## config.mk

```make
export PLATFORM = sky130hd
export DESIGN_NAME = grfi_mac_edge
export DESIGN_NICKNAME = d
export VERILOG_FILES = /design/src/grfi_pkg.sv /design/src/grfi_mac_edge.sv /design/src/grfi_sync.sv /design/src/grfi_gmii_tx.sv
export SDC_FILE = /design/constraint.sdc
export NUM_CORES = 1
export LEC_CHECK = 0
export BUFFER_PORTS_ARGS = -buffer_cell sky130_fd_sc_hd__buf_2
export CORE_ASPECT_RATIO = 1.5
export CORE_MARGIN = 2
export CORE_UTILIZATION = 54
export DETAILED_ROUTE_END_ITERATION = 10
export PLACE_DENSITY_LB_ADDON = 0.1
export RECOVER_POWER = 25
export SLEW_MARGIN = 10
export SYNTH_ARGS = -nofsm -noshare
export SYNTH_HDL_FRONTEND = slang
export SYNTH_HIERARCHICAL = 1
export SYNTH_SLANG_ARGS = --single-unit
```

## constraint.sdc

```tcl
create_clock -name ref_clk_in -period 5.05 [get_ports ref_clk_in]
set_clock_uncertainty 0.05 [all_clocks]
set_input_delay 1.01 -clock ref_clk_in [delete_from_list [all_inputs] [get_ports ref_clk_in]]
set_output_delay 1.01 -clock ref_clk_in [all_outputs]
set_load 0.01 [all_outputs]
```

## src/grfi_pkg.sv

```systemverilog
// Package with constants and types for the GMII receive FIFO interface block
`default_nettype none
package grfi_pkg;
	// ==========================================================
	// Frame delimiters, synchroniser depth and byte counter limits
	localparam logic [7:0] PREAMBLE_BYTE = 8'h55;
	localparam logic [7:0] SFD_BYTE = 8'hD5;
	localparam int SYNC_STAGES = 2;
	localparam int BYTE_CNT_W = 16;
	localparam logic [15:0] BYTE_CNT_MAX = 16'hFFFF;
	// ==========================================================
	// Types
	typedef enum logic [1:0] {ST_IDLE, ST_PREAMBLE, ST_FRAME, ST_SKIP} grfi_state_t;
	typedef struct packed {
		logic [7:0] data;
		logic valid;
		logic err;
	} grfi_byte_t;
	typedef struct packed {
		logic [15:0] byte_cnt;
		logic [12:0] rsvd;
		logic dropped;
		logic fifo_ovf;
		logic rx_err;
	} grfi_stat_t;
	localparam grfi_stat_t STAT_RESET = '{byte_cnt: 16'h0000, rsvd: 13'h0000, dropped: 1'b0,
		fifo_ovf: 1'b0, rx_err: 1'b0};
endpackage : grfi_pkg
`default_nettype wire

```

## src/grfi_mac_edge.sv

```systemverilog
// GMII edge and receive FIFO write side of the MAC
`timescale 1ns/1ps
`default_nettype none
module grfi_mac_edge
(
	input wire logic ref_clk_in,
	input wire logic srst_in,
	input wire logic [7:0] tx_data_in,
	input wire logic tx_valid_in,
	input wire logic tx_err_in,
	output logic [7:0] txd_out,
	output logic tx_en_out,
	output logic tx_er_out,
	input wire logic [7:0] rxd_in,
	input wire logic rx_dv_in,
	input wire logic rx_er_in,
	input wire logic rx_fifo_full_in,
	input wire logic drop_pkts_in,
	output logic rx_write_out,
	output logic [7:0] rx_data_out,
	output logic rx_eof_out,
	output logic rx_error_out,
	output logic rx_fifo_error_out,
	output logic [31:0] rx_stat_out,
	output logic rx_stat_en_out
);
	// ==========================================================
	// Functions
	function automatic logic is_byte(input logic [7:0] b, input logic [7:0] ref_b);
		is_byte = (b == ref_b);
	endfunction : is_byte

	// ==========================================================
	// Transmit side
	grfi_pkg::grfi_byte_t tx_byte;
	assign tx_byte = '{data: tx_data_in, valid: tx_valid_in, err: tx_err_in};

	grfi_gmii_tx u_tx
	(
		.ref_clk_in(ref_clk_in),
		.srst_in(srst_in),
		.tx_byte_in(tx_byte),
		.txd_out(txd_out),
		.tx_en_out(tx_en_out),
		.tx_er_out(tx_er_out)
	);

	// ==========================================================
	// Drop request synchroniser
	logic drop_sync;

	grfi_sync u_drop_sync
	(
		.ref_clk_in(ref_clk_in),
		.srst_in(srst_in),
		.async_in(drop_pkts_in),
		.sync_out(drop_sync)
	);

	// ==========================================================
	// Receive state
	grfi_pkg::grfi_state_t state_r;
	grfi_pkg::grfi_state_t state_nxt;
	logic [15:0] cnt_r;
	logic [15:0] cnt_nxt;
	logic err_r;
	logic err_nxt;
	logic ovf_r;
	logic ovf_nxt;
	logic drop_frame_r;
	logic drop_frame_nxt;
	logic rx_write_nxt;
	logic rx_eof_nxt;
	logic stat_en_nxt;
	grfi_pkg::grfi_stat_t stat_nxt;

	wire is_pre = rx_dv_in & is_byte(rxd_in, grfi_pkg::PREAMBLE_BYTE);
	wire is_sfd = rx_dv_in & is_byte(rxd_in, grfi_pkg::SFD_BYTE);
	// Full seen while a byte is on the bus means that byte is lost; no retry
	wire lost_byte = rx_fifo_full_in & rx_write_out;
	wire ovf_final = ovf_r | lost_byte;
	wire cnt_sat = (cnt_r == grfi_pkg::BYTE_CNT_MAX);
	wire frame_end = (state_r == grfi_pkg::ST_FRAME) & ~rx_dv_in;
	wire drop_end = (state_r == grfi_pkg::ST_SKIP) & ~rx_dv_in & drop_frame_r;

	grfi_pkg::grfi_stat_t frame_stat;
	grfi_pkg::grfi_stat_t drop_stat;
	assign frame_stat = '{byte_cnt: cnt_r, rsvd: 13'h0000, dropped: 1'b0, fifo_ovf: ovf_final, rx_err: err_r};
	assign drop_stat = '{byte_cnt: 16'h0000, rsvd: 13'h0000, dropped: 1'b1, fifo_ovf: 1'b0, rx_err: 1'b0};

	// ==========================================================
	// Next-state decode
	always_comb
	begin
		state_nxt = state_r;
		cnt_nxt = cnt_r;
		err_nxt = err_r;
		ovf_nxt = ovf_r;
		drop_frame_nxt = drop_frame_r;
		unique case (state_r)
			grfi_pkg::ST_IDLE:
			begin
				if (is_pre)
					state_nxt = grfi_pkg::ST_PREAMBLE;
				else if (rx_dv_in)
					state_nxt = grfi_pkg::ST_SKIP;
			end
			grfi_pkg::ST_PREAMBLE:
			begin
				cnt_nxt = 16'h0000;
				err_nxt = 1'b0;
				ovf_nxt = 1'b0;
				drop_frame_nxt = 1'b0;
				if (!rx_dv_in)
					state_nxt = grfi_pkg::ST_IDLE;
				else if (is_sfd && drop_sync)
				begin
					// Decision is frozen per frame so a frame is never cut in half
					state_nxt = grfi_pkg::ST_SKIP;
					drop_frame_nxt = 1'b1;
				end
				else if (is_sfd)
					state_nxt = grfi_pkg::ST_FRAME;
				else if (!is_pre)
					state_nxt = grfi_pkg::ST_SKIP;
			end
			grfi_pkg::ST_FRAME:
			begin
				if (rx_dv_in)
				begin
					cnt_nxt = cnt_sat ? cnt_r : cnt_r + 16'h0001;
					err_nxt = err_r | rx_er_in;
					ovf_nxt = ovf_final;
				end
				else
					state_nxt = grfi_pkg::ST_IDLE;
			end
			grfi_pkg::ST_SKIP:
			begin
				if (!rx_dv_in)
				begin
					state_nxt = grfi_pkg::ST_IDLE;
					drop_frame_nxt = 1'b0;
				end
			end
		endcase
	end

	// Bytes only taken while valid; strobe held across the frame
	assign rx_write_nxt = (state_r == grfi_pkg::ST_FRAME) & rx_dv_in;
	assign rx_eof_nxt = frame_end;
	assign stat_en_nxt = frame_end | drop_end;
	assign stat_nxt = frame_end ? frame_stat : drop_stat;

	// ==========================================================
	// Registers, all on the receive clock
	always_ff @(posedge ref_clk_in)
	begin
		if (srst_in)
		begin
			state_r <= grfi_pkg::ST_IDLE;
			cnt_r <= 16'h0000;
			err_r <= 1'b0;
			ovf_r <= 1'b0;
			drop_frame_r <= 1'b0;
			rx_write_out <= 1'b0;
			rx_data_out <= 8'h00;
			rx_eof_out <= 1'b0;
			rx_error_out <= 1'b0;
			rx_fifo_error_out <= 1'b0;
			rx_stat_out <= grfi_pkg::STAT_RESET;
			rx_stat_en_out <= 1'b0;
		end
		else
		begin
			state_r <= state_nxt;
			cnt_r <= cnt_nxt;
			err_r <= err_nxt;
			ovf_r <= ovf_nxt;
			drop_frame_r <= drop_frame_nxt;
			rx_write_out <= rx_write_nxt;
			rx_data_out <= rx_write_nxt ? rxd_in : 8'h00;
			rx_eof_out <= rx_eof_nxt;
			rx_error_out <= frame_end & err_r;
			rx_fifo_error_out <= frame_end & ovf_final;
			rx_stat_en_out <= stat_en_nxt;
			rx_stat_out <= stat_en_nxt ? stat_nxt : grfi_pkg::STAT_RESET;
		end
	end

	// ==========================================================
	// Assertions
	property p_tx_data;
		@(posedge ref_clk_in) disable iff (srst_in)
		tx_en_out |-> txd_out == $past(tx_data_in);
	endproperty
	a_tx_data: assert property (p_tx_data) else $error("tx data mismatch");

	property p_tx_en;
		@(posedge ref_clk_in) disable iff (srst_in)
		##1 tx_en_out == $past(tx_valid_in);
	endproperty
	a_tx_en: assert property (p_tx_en) else $error("tx enable not tied to valid");

	property p_tx_er;
		@(posedge ref_clk_in) disable iff (srst_in)
		tx_er_out |-> tx_en_out && $past(tx_err_in);
	endproperty
	a_tx_er: assert property (p_tx_er) else $error("tx error outside a sent byte");

	property p_wr_dv;
		@(posedge ref_clk_in) disable iff (srst_in)
		rx_write_out |-> $past(rx_dv_in) && rx_data_out == $past(rxd_in);
	endproperty
	a_wr_dv: assert property (p_wr_dv) else $error("write without valid receive byte");

	property p_sfd_write;
		@(posedge ref_clk_in) disable iff (srst_in)
		(state_r == grfi_pkg::ST_PREAMBLE && is_sfd && !drop_sync && rx_dv_in) ##1 rx_dv_in |=> rx_write_out;
	endproperty
	a_sfd_write: assert property (p_sfd_write) else $error("first byte after delimiter not written");

	property p_eof;
		@(posedge ref_clk_in) disable iff (srst_in)
		$fell(rx_write_out) |-> rx_eof_out;
	endproperty
	a_eof: assert property (p_eof) else $error("end of frame missing after last write");

	property p_eof_clean;
		@(posedge ref_clk_in) disable iff (srst_in)
		rx_eof_out |-> !rx_write_out && rx_stat_en_out;
	endproperty
	a_eof_clean: assert property (p_eof_clean) else $error("end of frame overlaps write");

	property p_err_qual;
		@(posedge ref_clk_in) disable iff (srst_in)
		(rx_error_out || rx_fifo_error_out) |-> rx_eof_out;
	endproperty
	a_err_qual: assert property (p_err_qual) else $error("error flag without end of frame");

	// ==========================================================
	// Assertion helper: full seen during any write of the current frame
	// Set wins over the clear, so a full on a write never slips past the flag
	logic full_seen_r;
	always_ff @(posedge ref_clk_in)
	begin
		if (srst_in)
			full_seen_r <= 1'b0;
		else if (rx_write_out && rx_fifo_full_in)
			full_seen_r <= 1'b1;
		else if (rx_eof_out)
			full_seen_r <= 1'b0;
	end

	property p_fifo_err;
		@(posedge ref_clk_in) disable iff (srst_in)
		rx_eof_out |-> rx_fifo_error_out == full_seen_r;
	endproperty
	a_fifo_err: assert property (p_fifo_err) else $error("fifo error flag disagrees with full seen");

	property p_data_idle;
		@(posedge ref_clk_in) disable iff (srst_in)
		!rx_write_out |-> rx_data_out == 8'h00;
	endproperty
	a_data_idle: assert property (p_data_idle) else $error("fifo data not zero outside a write");

	property p_stat_idle;
		@(posedge ref_clk_in) disable iff (srst_in)
		!rx_stat_en_out |-> rx_stat_out == 32'h00000000;
	endproperty
	a_stat_idle: assert property (p_stat_idle) else $error("statistics vector not zero while unqualified");

	property p_tx_idle;
		@(posedge ref_clk_in) disable iff (srst_in)
		!tx_en_out |-> txd_out == 8'h00 && !tx_er_out;
	endproperty
	a_tx_idle: assert property (p_tx_idle) else $error("tx lines active without enable");

	property p_drop_stat;
		@(posedge ref_clk_in) disable iff (srst_in)
		drop_end |=> rx_stat_en_out && rx_stat_out[2] && !rx_eof_out;
	endproperty
	a_drop_stat: assert property (p_drop_stat) else $error("dropped frame not reported as dropped");

	property p_wr_hold;
		@(posedge ref_clk_in) disable iff (srst_in)
		(rx_write_out && state_r == grfi_pkg::ST_FRAME && rx_dv_in) |=> rx_write_out;
	endproperty
	a_wr_hold: assert property (p_wr_hold) else $error("write strobe gap inside a frame");

	property p_stat_pulse;
		@(posedge ref_clk_in) disable iff (srst_in)
		rx_stat_en_out |=> !rx_stat_en_out;
	endproperty
	a_stat_pulse: assert property (p_stat_pulse) else $error("statistics strobe longer than one cycle");

	property p_drop;
		@(posedge ref_clk_in) disable iff (srst_in)
		drop_frame_r |-> !rx_write_out && !rx_eof_out;
	endproperty
	a_drop: assert property (p_drop) else $error("dropped frame reached the FIFO");

	property p_lost_flag;
		@(posedge ref_clk_in) disable iff (srst_in)
		(state_r == grfi_pkg::ST_FRAME && rx_dv_in && lost_byte) |=> ovf_r;
	endproperty
	a_lost_flag: assert property (p_lost_flag) else $error("lost byte not recorded");

	c_good_frame: cover property (@(posedge ref_clk_in) disable iff (srst_in) rx_eof_out && !rx_error_out);
	c_err_frame: cover property (@(posedge ref_clk_in) disable iff (srst_in) rx_eof_out && rx_error_out);
	c_ovf_frame: cover property (@(posedge ref_clk_in) disable iff (srst_in) rx_eof_out && rx_fifo_error_out);
	c_drop_frame: cover property (@(posedge ref_clk_in) disable iff (srst_in) drop_end);
	c_b2b_frame: cover property (@(posedge ref_clk_in) disable iff (srst_in) rx_eof_out ##3 rx_write_out);
endmodule : grfi_mac_edge
`default_nettype wire

```

## src/grfi_sync.sv

```systemverilog
// Two-flop level synchroniser
`timescale 1ns/1ps
`default_nettype none
module grfi_sync
(
	input wire logic ref_clk_in,
	input wire logic srst_in,
	input wire logic async_in,
	output logic sync_out
);
	logic meta_r;
	// ==========================================================
	// First stage feeds only the second
	always_ff @(posedge ref_clk_in)
	begin
		if (srst_in)
		begin
			meta_r <= 1'b0;
			sync_out <= 1'b0;
		end
		else
		begin
			meta_r <= async_in;
			sync_out <= meta_r;
		end
	end
endmodule : grfi_sync
`default_nettype wire

```

## src/grfi_gmii_tx.sv

```systemverilog
// Registered GMII transmit driver
`timescale 1ns/1ps
`default_nettype none
module grfi_gmii_tx
(
	input wire logic ref_clk_in,
	input wire logic srst_in,
	input wire grfi_pkg::grfi_byte_t tx_byte_in,
	output logic [7:0] txd_out,
	output logic tx_en_out,
	output logic tx_er_out
);
	// Error only qualifies a byte actually being sent
	wire tx_er_nxt = tx_byte_in.valid & tx_byte_in.err;
	// ==========================================================
	// Output registers
	always_ff @(posedge ref_clk_in)
	begin
		if (srst_in)
		begin
			txd_out <= 8'h00;
			tx_en_out <= 1'b0;
			tx_er_out <= 1'b0;
		end
		else
		begin
			txd_out <= tx_byte_in.valid ? tx_byte_in.data : 8'h00;
			tx_en_out <= tx_byte_in.valid;
			tx_er_out <= tx_er_nxt;
		end
	end
endmodule : grfi_gmii_tx
`default_nettype wire

```

==> reports/results.ini <==
[status]
status=completed

[grt]
gr-max-usage-layer=met2
grt_pass1_vias=1682
grt_max_degree=27
met2_usage_pct=31.4
antenna_found_initial=0
grt_pass1_wl_um=7630
gr-usage-met3_pct=7.31
met1_usage_pct=23.6
grtUsageTotal_pct=20.0
gr-total-overflow=0

[die]
dieHeight_um=86.7
initial_utilization_pct=55.1
pin_count=79
core_area_um2=4470
die_area_um2=5120
die_x_um=59.1
rows=30

[cells_and_area]
fin_cells=364
nets=336
area_growth_pct=18.6
antenna_cells=0
drive_above_1_share_pct=24.4

[setup_path]
crit_type=input pin to flop
reg2regPathDepth=5
cp.arrival_ns=2.66
worstReg2RegStart=cnt_r[0]$_SDFFE_PP0P_
crit_path_end_kind=flop
worst_setup_path_start_kind=input pin
timing.rr.end=cnt_r[0]$_SDFFE_PP0P_
reg2reg_slack_ns=2.88
path_max_fanout=26
cp.required_ns=5.29

[logic_synthesis]
async_reset_ff_share_pct=0
synthCells=247
ys_warn_count=6
synth_edf_count=0
synthFlopType=dfxtp_1
netlist_area_um2=2460
synth_area_leader_cell=dfxtp_1
avgSynthCellArea_um2=9.96
synthMostInstantiatedCell=dfxtp_1
ys_seq_area_share_pct=52.9
synth_cell_types=39
synth_seq_cells=65
yosys.area.top_type_share_pct=52.9
synth.top_cells.by_count=dfxtp_1, and3_1, nand2_1
synth.area.top_cells=dfxtp_1, and3_1, buf_4

[min_path]
worstHoldPathCells=2
hp-class=flop to flop
holdPathEnd=rx_stat_out[2]$_SDFF_PP0_
min-delay-start=drop_frame_r$_SDFFE_PP0P_

[clock_tree]
postCtsResizedCells=0
ctsRootBufferMaster=clkbuf_8
tritoncts=done
postCtsSetupBuffers=0
clk_pin_slew_worst_paths_ns=0.08
cts.path.max_buffers=2
numCtsBuffers=9
worstSkewPairLatency_ns=0.34
ctsHoldBuffers=0
cts_sinks=65
htreeDepth=3

[sta]
post-route-period-util_pct=48.0
drv_slew=0
fmax_ghz=0.413
fin_tns_setup_ns=0
relSlewSlack_pct=29.9
period_minus_slack_ns=2.42
finalHoldViolations=0
worst_pin_slew_ns=1.05
rsz0062_at_grt=no
setup-violations-final=0

[placement]
place_inst=348
io_buffers=65
dpl.hpwl_um=3400
place.gp.congestion=0.859

[routing]
wl_um=4920
vias=1974
drt_iter0_drc=95
wl_per_cell_um=13.5
routed_via_density=5.42
ant_nets=0
dr.pass1.iters=4
drc=0

[job]
max_cap_viol_count=0

[power]
peakVddDrop_uv=198
power.density_nw_per_um2=329
power_leakage_nw=1.37

-- cells by family after synthesis --
logic type | after synthesis | share of synthesized area, %
AND/OR/NAND/NOR | 111 | 28.1
flip-flops | 65 | 52.9
AO/OA/AOI/OAI | 37 | 9.81
buffers and inverters | 26 | 6.10
multiplexers | 6 | 2.44
adder cells (fa/ha/maj) | 1 | 0.508
other | 1 | 0.152
-- worst max-delay path: stages --
cell	delay, ns
clkbuf_1	0.36
nor2_1	0.90
and2_1	0.26
nor2b_1	0.13
-- metal layers --
layer | part of all wire, % | routed length (µm)
met1 | 43 | 2090
met3 | 6.2 | 304
met4 | 2.3 | 112
met2 | 49 | 2410
met5 | 0 | 0
-- power by group --
| part | internal, W | leakage [nW] | switching [W] |
|---|---|---|---|
| Sequential | 0.000520 | 0.527 | 0.00000373 |
| Clock | 0.000192 | 0.0922 | 0.000198 |
| Combinational | 0.0000178 | 0.748 | 0.0000296 |
| Total | 0.000729 | 1.37 | 0.000232 |
-- sequential cells by signal, indices dropped and copies added (netlist names) --
name / count
state_r: 2
cnt_r: 16
u_tx/tx_er_out: 1
drop_frame_r: 1
err_r: 1
ovf_r: 1
rx_write_out: 1
u_drop_sync/meta_r: 1
rx_stat_en_out: 1
rx_stat_out: 19
rx_data_out: 8
u_drop_sync/sync_out: 1
u_tx/tx_en_out: 1
rx_fifo_error_out: 1
u_tx/txd_out: 8
rx_error_out: 1
rx_eof_out: 1
-- placed cells by master, fill, tap and decap left out, types with 3 or more instances in the layout --
master / netlist / final
dfxtp_1: 65 / 65
buf_2: 3 / 56
and3_1: 20 / 20
nand2_1: 20 / 20
a21oi_1: 15 / 15
conb_1: 1 / 13
and3b_1: 11 / 11
and2_1: 10 / 10
clkbuf_8: 0 / 10
clkbuf_1: 8 / 9
nor2_1: 8 / 8
nor2b_1: 7 / 7
or3_1: 7 / 7
o21ai_0: 7 / 7
nand4_1: 6 / 6
mux2i_1: 6 / 6
a2111o_1: 5 / 5
nand3_1: 4 / 4
nor3_1: 4 / 4
nand2b_1: 3 / 3
clkinv_4: 0 / 3
-- final cells by class --
type | instances | area (µm²)
well taps | 48 | 60.1
clock inverters | 6 | 43.8
inverters | 2 | 7.51
multi-input cells | 168 | 1050
repair buffers | 65 | 314
clock buffers | 10 | 138
flip-flops and latches | 65 | 1300
fillers | 379 | 1550
-- stage by stage --
step                      utilization, %  area, µm²  hold slack [ns]  setup WS, ns  total power [W]
after global routing                65.4       2920            0.438          2.41          0.00100
after global placement              61.5       2750            0.394          2.53         0.000582
after detailed placement            61.5       2750            0.405          2.50         0.000583
final                               65.4       2920            0.410          2.63         0.000961
after floorplan                        -       2510            0.364          2.95         0.000569
after CTS                           65.6       2930            0.411          2.86         0.000971
-- worst max path at each step --
| stage | start | to | slack (ns) |
|---|---|---|---|
| after floorplan | rx_dv_in | cnt_r[13]$_SDFFE_PP0P_ | 2.95 |
| after global placement | srst_in | rx_fifo_error_out$_SDFF_PP0_ | 2.53 |
| after detailed placement | srst_in | rx_stat_out[1]$_SDFF_PP0_ | 2.50 |
| after CTS | srst_in | rx_stat_out[1]$_SDFF_PP0_ | 2.86 |
| after global routing | srst_in | rx_fifo_error_out$_SDFF_PP0_ | 2.41 |
| final | srst_in | rx_fifo_error_out$_SDFF_PP0_ | 2.63 |
Note: power is estimated with default switching activity, not from simulation.
